File: config.mk
export PLATFORM = sky130hd
export DESIGN_NAME = gpio_io_logic_cell
export DESIGN_NICKNAME = d
export VERILOG_FILES = /design/src/core/gpio_cell_pkg.sv /design/src/core/clock_edge_detect.sv /design/src/core/gpio_io_logic_cell.sv
export SDC_FILE = /design/constraint.sdc
export NUM_CORES = 1
export LEC_CHECK = 0
export BUFFER_PORTS_ARGS = -buffer_cell sky130_fd_sc_hd__buf_2
export CAP_MARGIN = 20
export CORE_ASPECT_RATIO = 1.4
export CORE_MARGIN = 5
export CORE_UTILIZATION = 39
export CTS_CLUSTER_DIAMETER = 80
export DETAILED_ROUTE_END_ITERATION = 6
export MAX_ROUTING_LAYER = met4
export PLACE_DENSITY_LB_ADDON = 0.12
export SLEW_MARGIN = 5
export SYNTH_ARGS = -nofsm -noshare
export SYNTH_HDL_FRONTEND = slang
export SYNTH_HIERARCHICAL = 1
export SYNTH_SLANG_ARGS = --single-unit
export TNS_END_PERCENT = 5
File: constraint.sdc
create_clock -name core_clk_i -period 2.08 [get_ports core_clk_i]
set_input_delay 0.312 -clock core_clk_i [delete_from_list [all_inputs] [get_ports core_clk_i]]
set_output_delay 0.312 -clock core_clk_i [all_outputs]
set_load 0.1 [all_outputs]
File: src/core/gpio_cell_pkg.sv
// constants shared by the general-purpose pin cell and its testbench
// assumes an apb master with 32-bit data and one 125 MHz core clock
package gpio_cell_pkg;

    // ******************************************************************
    // apb map, byte addresses
    // ******************************************************************
    localparam logic [11:0] CFG_ADDR = 12'h000;
    localparam logic [11:0] STATUS_ADDR = 12'h004;

    // ******************************************************************
    // configuration word fields
    // ******************************************************************
    localparam int MODE_LSB = 0;
    localparam int MODE_W = 3;
    localparam int RX_REG_BIT = 3;
    localparam int TX_REG_BIT = 4;
    localparam int OE_REG_BIT = 5;
    localparam int RX_FALL_BIT = 6;
    localparam int TX_FALL_BIT = 7;
    localparam int OE_FALL_BIT = 8;
    localparam int TX_INV_BIT = 9;
    localparam int RX_DUAL_BIT = 10;
    localparam int TX_DUAL_BIT = 11;
    localparam int RX_RESYNC_BIT = 12;
    localparam int PULL_DOWN_BIT = 13;
    localparam int CFG_DONE_BIT = 31;
    localparam logic [31:0] CFG_WRITE_MASK = 32'h8000_3fff;
    localparam logic [31:0] CFG_RESET = 32'h0000_0000;

    // ******************************************************************
    // pin modes
    // ******************************************************************
    localparam logic [2:0] MODE_NONE = 3'h0;
    localparam logic [2:0] MODE_INPUT = 3'h1;
    localparam logic [2:0] MODE_OUTPUT = 3'h2;
    localparam logic [2:0] MODE_INOUT = 3'h3;
    localparam logic [2:0] MODE_CLKOUT = 3'h4;

    // ******************************************************************
    // reset values of state
    // ******************************************************************
    localparam logic BIT_RESET = 1'b0;
    localparam logic [31:0] WORD_ZERO = 32'h0000_0000;

endpackage

File: src/core/clock_edge_detect.sv
// turns a slow clock, sampled as data, into rise and fall enable pulses
// assumes the watched clock is synchronous to core_clk_i and below half its rate
`timescale 1ns/1ps
module clock_edge_detect (
    input wire logic core_clk_i,
    input wire logic rst_n_i,
    input wire logic level_i,
    output logic rise_o,
    output logic fall_o
);
    logic last;
    logic next_last;

    always_comb begin
        next_last = level_i;
    end

    always_ff @(posedge core_clk_i) begin
        if (!rst_n_i) begin
            // track the pin through reset so a clock idling high shows no false edge
            last <= next_last;
        end else begin
            last <= next_last;
        end
    end

    // pulses last one core cycle per edge of the watched clock
    assign rise_o = level_i & ~last;
    assign fall_o = ~level_i & last;
endmodule

File: src/core/gpio_io_logic_cell.sv
// general-purpose pin cell: capture, launch and enable logic beside a pad buffer
// assumes pad, core data and the capture and launch clocks are synchronous to core_clk_i;
// the pad buffer itself lives outside and combines pad_o, pad_oe_o and the pulls
//
// Functional notes
// optional capture register samples the pad
// enable register switches pad buffer drive
// input mode: receive path, selectable edge
// alternate input is pad, never registered
// dual-edge input samples on both edges
// output mode: transmit path, selectable edge
// optional inversion of driven value
// dual-edge output launches two bits per period
// bidirectional mode enables all three paths
// capture clock feeds rx, launch clock feeds tx/oe
// each register has its own edge
// rx and tx registering chosen independently
// clock-output mode drives clkout_i out
// while configuring: tristate with pull-up
// unused pin: pull-up, or pull-down if chosen
// bit zero rising edge, bit one falling
// resync delays falling sample half period
// enable low tristates, high drives tx value
// settings frozen once configuration completes
`timescale 1ns/1ps
module gpio_io_logic_cell (
    input wire logic core_clk_i,
    input wire logic rst_n_i,
    input wire logic psel,
    input wire logic penable,
    input wire logic pwrite,
    input wire logic [11:0] paddr,
    input wire logic [31:0] pwdata,
    output logic [31:0] prdata,
    output logic pready,
    output logic pslverr,
    input wire logic capture_clock_i,
    input wire logic launch_clock_i,
    input wire logic tx_bit_rise_i,
    input wire logic tx_bit_fall_i,
    input wire logic oe_i,
    input wire logic clkout_i,
    output logic rx_bit_rise_o,
    output logic rx_bit_fall_o,
    output logic alternate_input_o,
    input wire logic pad_i,
    output logic pad_o,
    output logic pad_oe_o,
    output logic pull_up_o,
    output logic pull_down_o
);
    // ******************************************************************
    // apb slave and configuration word
    // ******************************************************************
    logic [31:0] cfg;
    logic [31:0] next_cfg;
    logic [31:0] next_prdata;
    logic next_pslverr;
    logic [31:0] status;
    logic setup;
    logic access;
    logic hit_cfg;
    logic hit_status;
    logic cfg_write;

    assign setup = psel & ~penable;
    assign access = psel & penable;
    assign hit_cfg = paddr == gpio_cell_pkg::CFG_ADDR;
    assign hit_status = paddr == gpio_cell_pkg::STATUS_ADDR;
    assign cfg_write = access & pwrite & hit_cfg;
    assign pready = 1'b1;

    always_comb begin
        next_cfg = cfg;
        next_prdata = prdata;
        next_pslverr = pslverr;
        // once done is set, further writes are dropped and flagged
        if (cfg_write && !cfg[gpio_cell_pkg::CFG_DONE_BIT]) begin
            next_cfg = pwdata & gpio_cell_pkg::CFG_WRITE_MASK;
        end
        if (setup) begin
            next_prdata = hit_cfg ? cfg : (hit_status ? status : gpio_cell_pkg::WORD_ZERO);
            next_pslverr = ~(hit_cfg | hit_status) | (pwrite & hit_status)
                | (pwrite & hit_cfg & cfg[gpio_cell_pkg::CFG_DONE_BIT]);
        end
    end

    always_ff @(posedge core_clk_i) begin
        if (!rst_n_i) begin
            cfg <= gpio_cell_pkg::CFG_RESET;
            prdata <= gpio_cell_pkg::WORD_ZERO;
            pslverr <= gpio_cell_pkg::BIT_RESET;
        end else begin
            cfg <= next_cfg;
            prdata <= next_prdata;
            pslverr <= next_pslverr;
        end
    end

    logic [2:0] mode;
    logic configuring;
    logic rx_active;
    logic tx_active;
    assign mode = cfg[gpio_cell_pkg::MODE_LSB +: gpio_cell_pkg::MODE_W];
    assign configuring = ~cfg[gpio_cell_pkg::CFG_DONE_BIT];

    assign rx_active = ~configuring
        & (mode == gpio_cell_pkg::MODE_INPUT || mode == gpio_cell_pkg::MODE_INOUT);
    assign tx_active = ~configuring
        & (mode == gpio_cell_pkg::MODE_OUTPUT || mode == gpio_cell_pkg::MODE_INOUT);

    // ******************************************************************
    // clock edges as enables
    // ******************************************************************
    logic cap_rise;
    logic cap_fall;
    logic lau_rise;
    logic lau_fall;

    clock_edge_detect u_capture_edges (
        .core_clk_i(core_clk_i),
        .rst_n_i(rst_n_i),
        .level_i(capture_clock_i),
        .rise_o(cap_rise),
        .fall_o(cap_fall)
    );

    clock_edge_detect u_launch_edges (
        .core_clk_i(core_clk_i),
        .rst_n_i(rst_n_i),
        .level_i(launch_clock_i),
        .rise_o(lau_rise),
        .fall_o(lau_fall)
    );

    logic rx_edge;
    logic tx_edge;
    logic oe_edge;
    // each register picks its own edge
    assign rx_edge = cfg[gpio_cell_pkg::RX_FALL_BIT] ? cap_fall : cap_rise;
    assign tx_edge = cfg[gpio_cell_pkg::TX_FALL_BIT] ? lau_fall : lau_rise;
    assign oe_edge = cfg[gpio_cell_pkg::OE_FALL_BIT] ? lau_fall : lau_rise;

    // ******************************************************************
    // receive path
    // ******************************************************************
    logic fall_hold;
    logic next_fall_hold;
    logic next_rx_rise;
    logic next_rx_fall;

    // no register on this path at all
    assign alternate_input_o = pad_i;

    always_comb begin
        next_rx_rise = rx_bit_rise_o;
        next_rx_fall = rx_bit_fall_o;
        next_fall_hold = fall_hold;
        if (!rx_active) begin
            next_rx_rise = 1'b0;
            next_rx_fall = 1'b0;
        end else if (!cfg[gpio_cell_pkg::RX_REG_BIT]) begin
            next_rx_rise = pad_i;
        end else if (!cfg[gpio_cell_pkg::RX_DUAL_BIT]) begin
            if (rx_edge) begin
                next_rx_rise = pad_i;
            end
        end else begin
            if (cap_rise) begin
                next_rx_rise = pad_i;
            end
            if (cfg[gpio_cell_pkg::RX_RESYNC_BIT]) begin
                // falling sample waits for the next rising edge
                if (cap_fall) begin
                    next_fall_hold = pad_i;
                end
                if (cap_rise) begin
                    next_rx_fall = fall_hold;
                end
            end else if (cap_fall) begin
                next_rx_fall = pad_i;
            end
        end
    end

    always_ff @(posedge core_clk_i) begin
        if (!rst_n_i) begin
            rx_bit_rise_o <= gpio_cell_pkg::BIT_RESET;
            rx_bit_fall_o <= gpio_cell_pkg::BIT_RESET;
            fall_hold <= gpio_cell_pkg::BIT_RESET;
        end else begin
            rx_bit_rise_o <= next_rx_rise;
            rx_bit_fall_o <= next_rx_fall;
            fall_hold <= next_fall_hold;
        end
    end

    // ******************************************************************
    // transmit and enable paths
    // ******************************************************************
    logic tx_q;
    logic oe_q;
    logic next_tx_q;
    logic next_oe_q;
    logic next_pad_o;
    logic next_pad_oe;

    always_comb begin
        next_tx_q = tx_q;
        next_oe_q = oe_q;
        if (!cfg[gpio_cell_pkg::TX_REG_BIT]) begin
            next_tx_q = tx_bit_rise_i;
        end else if (cfg[gpio_cell_pkg::TX_DUAL_BIT]) begin
            // two bits per launch period
            if (lau_rise) begin
                next_tx_q = tx_bit_rise_i;
            end else if (lau_fall) begin
                next_tx_q = tx_bit_fall_i;
            end
        end else if (tx_edge) begin
            next_tx_q = tx_bit_rise_i;
        end
        if (!cfg[gpio_cell_pkg::OE_REG_BIT] || oe_edge) begin
            next_oe_q = oe_i;
        end
        next_pad_o = 1'b0;
        next_pad_oe = 1'b0;
        if (mode == gpio_cell_pkg::MODE_CLKOUT && !configuring) begin
            next_pad_o = clkout_i;
            next_pad_oe = 1'b1;
        end else if (tx_active) begin
            next_pad_o = next_tx_q ^ cfg[gpio_cell_pkg::TX_INV_BIT];
            // enable low leaves the pad floating
            next_pad_oe = (mode == gpio_cell_pkg::MODE_INOUT) ? next_oe_q : 1'b1;
        end
    end

    always_ff @(posedge core_clk_i) begin
        if (!rst_n_i) begin
            tx_q <= gpio_cell_pkg::BIT_RESET;
            oe_q <= gpio_cell_pkg::BIT_RESET;
            pad_o <= gpio_cell_pkg::BIT_RESET;
            pad_oe_o <= gpio_cell_pkg::BIT_RESET;
        end else begin
            tx_q <= next_tx_q;
            oe_q <= next_oe_q;
            pad_o <= next_pad_o;
            pad_oe_o <= next_pad_oe;
        end
    end

    // ******************************************************************
    // weak pulls
    // ******************************************************************
    // pull-up while configuring; unused pins follow the pull-down choice
    assign pull_up_o = configuring
        | (mode == gpio_cell_pkg::MODE_NONE & ~cfg[gpio_cell_pkg::PULL_DOWN_BIT]);
    assign pull_down_o = ~configuring
        & (mode == gpio_cell_pkg::MODE_NONE) & cfg[gpio_cell_pkg::PULL_DOWN_BIT];

    assign status = {26'h000_0000, configuring, pad_o, pad_oe_o, rx_bit_fall_o,
        rx_bit_rise_o, pad_i};
endmodule

==> metrics list <==
* Synth Warn #: 6
- The analysis attributes to net switching a power of about 500 uW.
- 0 antenna diodes ended up in the layout.
- Cell internal power was estimated by the tool at approximately 1200 uW.
- Ratio of routed vias to standard cells: about 4.6
- Highest fanout seen on the critical path: 7
* Clock slew at reported path FFs: roughly 80 ps
- After detailed routing, the number of remaining DRC violations is 0.
* Number of synthesized register bits: 40
- Global routing consumed, over all layers together, 13.97% of the routing resources.
- In this run the cell area of the synthesized design comes to approximately 1900 sq um.
* Quantity of I/O buffers inserted on ports: approximately 60
* Clock root buffer master: sky130_fd_sc_hd__clkbuf_8
- Floorplan die width: around 69 um
* Number of max-cap violations: 0
- Synthesis-to-finish area growth: 22.71%
- Antenna violations before repair: 0
* Core area: 4805 sq um
- Wire length of the first global-routing pass: around 7000 um
- Share of layout cells above drive strength 1: roughly 32%
* Final net count: 316
* Initial core utilization: around two fifths
- Once routing completed, OpenROAD measured the worst setup slack at 233.7 ps.
- Clock skew after layout: between 3 and 4 ps
- Sequential Power Share: 46.0%
- CTS saw 40 sinks.
- Die area: 6422 sq um
* Pre-antenna DRT Iters: 4
* Register area share after synthesis: 41.88%
- Summing all non-filler instances in the final layout gives an area of ~2300 sq um.
* Pin count of the biggest net entering global routing: 23
- TritonCTS clock tree: done
- The detailed router placed 1,505 vias in this run.
* Cts-stage hold buffer count: 0
- Pre-CTS setup slack: 152.3 ps
- Hold WC Path Type: in2reg
* DR iter-0 viols: 43
- At the worst endpoint, the arrival time is approximately 1500 ps.
- Setup total negative slack on the finished layout was measured at 0 ps.
* Total power draw: about 1700 uW
- Floorplan die height: 92.84 um
* Clock share of power: between 30% and 40%
- Deepest clock path buffer count: 2
* Weighted congestion reported at the end of routability-driven placement: a little over 0.7
* Crit end category: output pin
- During I/O placement, the number of pins put on the boundary was just under 100.
- At the worst endpoint, the required time is between 1500 and 2000 ps.
- Counting distinct cell types in the post-synthesis netlist gives 33.
* Average cell area after synthesis: roughly 9.6 sq um
- Total gr overflow: 0
- The HPWL after detailed placement is 3355 um.
* Worst setup path category: reg2out
* Most used DFF post-synth: sky130_fd_sc_hd__dfxtp_1
- IR analysis of the VDD net gives a maximum drop of roughly 320 uV.
* Achievable frequency: approximately 0.54 GHz
* Final-report setup violation count: 0
* Part of the total power dissipated in combinational logic: around 15%
- Final count of hold timing violations: 0
- For this design the static power due to leakage is 0.001024 uW.
* Outcome: complete, no violations
* Tcrit/Tclk final: 88.76%
* Final routed wirelength across all metal layers: between 4000 and 5000 um
* Detailed-route wire length per cell: between 10 and 15 um
* Proportion of total power due to net switching: about 30%
- Total power divided by cell area: between 700 and 800 nW/um^2
* Cts bufs inserted: 5
* Series of cell instances along the critical path: o41ai_4 -> buf_2
- In this design, the stage delay of the slowest critical-path cell is 480 ps.
- Number of rows created at floorplan: 30
- At the later pin of the worst-skew pair, clock insertion delay measures roughly 290 ps.
* Standard cell area after detailed placement: 2230 sq um
* Post-cts resize count: 0
* Count of antenna-violating nets left after detailed routing: 0
- Maximum level of the CTS H-tree: 2
- Fill cells in the final layout number about 500.
- STA classifies the critical path startpoint as a flop.
- After technology mapping, the gate count stands at slightly below 200.
- Fraction of registers with async set or reset after synthesis: 0%
- The number of setup buffers added after CTS is 0.
- Vias in the first global route: around 1,400
- The slowest stage of the critical path belongs to the cell sky130_fd_sc_hd__buf_2.
- Post-synth EDFFs: 0
- Setup repair after global routing left no endpoint under its margin.
- Final Max Tran Viols: 0
- Post-layout minimum cycle time: 1846 ps
==> routing by layer <==
metal / part of all wire [%] / GRT usage (%) / wire length (um) / vias to the layer above
met4: 1.6 / 5.375 / 70 / 0
met5: 0 / - / 0 / -
met2: 48 / 21.97 / 2089 / 55
met3: 6.0 / 3.474 / 261 / 5
met1: 44 / 17.22 / 1927 / 679
li1: - / - / - / 766
==> power by group through the flow <==
stage	clock (uW)	combinational [uW]	sequential (uW)
after floorplan	0	221	800
after global placement	0	257	791
after detailed placement	0	257	791
after CTS	676	258	773
after global routing	706	269	774
final	650	257	772
==> critical path: cells and delay by family, from the launching register on <==
kind | cells | cell delay (ps)
buf+inv | 1 | 480
compound gates | 1 | 360
flops | 1 | 410
==> placed cells by master (no fill, tap or decap), types with 2 or more instances in the layout <==
master                     count
sky130_fd_sc_hd__clkbuf_8      5
sky130_fd_sc_hd__nor4_4        2
sky130_fd_sc_hd__mux2i_1      25
sky130_fd_sc_hd__nand3_1       6
sky130_fd_sc_hd__nor2_1        6
sky130_fd_sc_hd__nand2_1      13
sky130_fd_sc_hd__mux2_2        3
sky130_fd_sc_hd__buf_2        61
sky130_fd_sc_hd__dfxtp_1      40
sky130_fd_sc_hd__conb_1       18
sky130_fd_sc_hd__o21ai_0      10
sky130_fd_sc_hd__inv_1         2
sky130_fd_sc_hd__and2_1        7
sky130_fd_sc_hd__a21oi_1       4
sky130_fd_sc_hd__nor2b_1      23
sky130_fd_sc_hd__nand2b_1      3
sky130_fd_sc_hd__buf_4         5
sky130_fd_sc_hd__clkinv_4      2
sky130_fd_sc_hd__a22o_1        8
sky130_fd_sc_hd__and3_1        3
sky130_fd_sc_hd__and2b_2       2
==> area by class of cell <==
cell class	instances	area, sq um	area share [%]
clock inverter	3	47.55	2.027
tap	64	80.08	3.413
inverter	2	7.507	0.3200
timing repair buffer	66	342.8	14.61
multi-input combinational	145	998.5	42.56
clock buffer	5	68.82	2.933
sequential	40	800.8	34.13
==> final timing paths <==
| check | from | end | slack [ps] | cells after the start |
|---|---|---|---|---|
| worst max-delay path | cfg[0] | pull_up_o | 230 | 2 |
| worst max register to register | u_launch_edges/last | pad_o | 290 | 6 |
| worst min-delay path | capture_clock_i | u_capture_edges/last | 140 | 1 |
| worst min register to register | prdata[8] | prdata[8] | 480 | 1 |
==> cell families after synthesis <==
family          count (synthesis)  synth area share [%]
flops                          40                 41.88
mux                            28                 14.86
other cells                     2                0.3928
simple gates                   70                 22.51
compound gates                 27                 9.425
xor+xnor                        2                0.9164
buf+inv                        30                 10.01
==> Yosys cell counts, types with 2 or more instances <==
| cell | count | area (sq um) |
|---|---|---|
| sky130_fd_sc_hd__mux2_2 | 3 | 33.78 |
| sky130_fd_sc_hd__nand2b_1 | 3 | 18.77 |
| sky130_fd_sc_hd__nor2b_1 | 23 | 143.9 |
| sky130_fd_sc_hd__clkbuf_1 | 7 | 26.28 |
| sky130_fd_sc_hd__conb_1 | 2 | 7.510 |
| sky130_fd_sc_hd__dfxtp_1 | 40 | 800.8 |
| sky130_fd_sc_hd__a22o_1 | 8 | 70.07 |
| sky130_fd_sc_hd__nand3_1 | 6 | 30.03 |
| sky130_fd_sc_hd__nor2_1 | 6 | 22.52 |
| sky130_fd_sc_hd__o21ai_0 | 10 | 50.05 |
| sky130_fd_sc_hd__buf_4 | 19 | 142.6 |
| sky130_fd_sc_hd__nor4_4 | 2 | 42.54 |
| sky130_fd_sc_hd__a21oi_1 | 4 | 20.02 |
| sky130_fd_sc_hd__inv_1 | 2 | 7.510 |
| sky130_fd_sc_hd__and2b_2 | 2 | 17.52 |
| sky130_fd_sc_hd__and3_1 | 3 | 18.77 |
| sky130_fd_sc_hd__nand2_1 | 13 | 48.80 |
| sky130_fd_sc_hd__and2_1 | 7 | 43.79 |
| sky130_fd_sc_hd__mux2i_1 | 25 | 250.2 |
==> state kept, by name (all words and copies together), names as in the netlist <==
register / count
fall_hold: 1
prdata: 15
u_capture_edges/last: 1
rx_bit_rise_o: 1
u_launch_edges/last: 1
rx_bit_fall_o: 1
oe_q: 1
pad_oe_o: 1
pad_o: 1
pslverr: 1
cfg: 15
tx_q: 1
==> per-stage QoR <==
stage	hold WS [ps]	instances	utilization, %
2_1_floorplan	339.7	215	-
3_3_place_gp	433.3	317	46.41
3_5_place_dp	436.1	317	46.41
4_1_cts	119.2	325	48.83
5_1_grt	121.0	325	48.83
6_report	135.7	325	48.83
(Power assumes the default switching activity.)
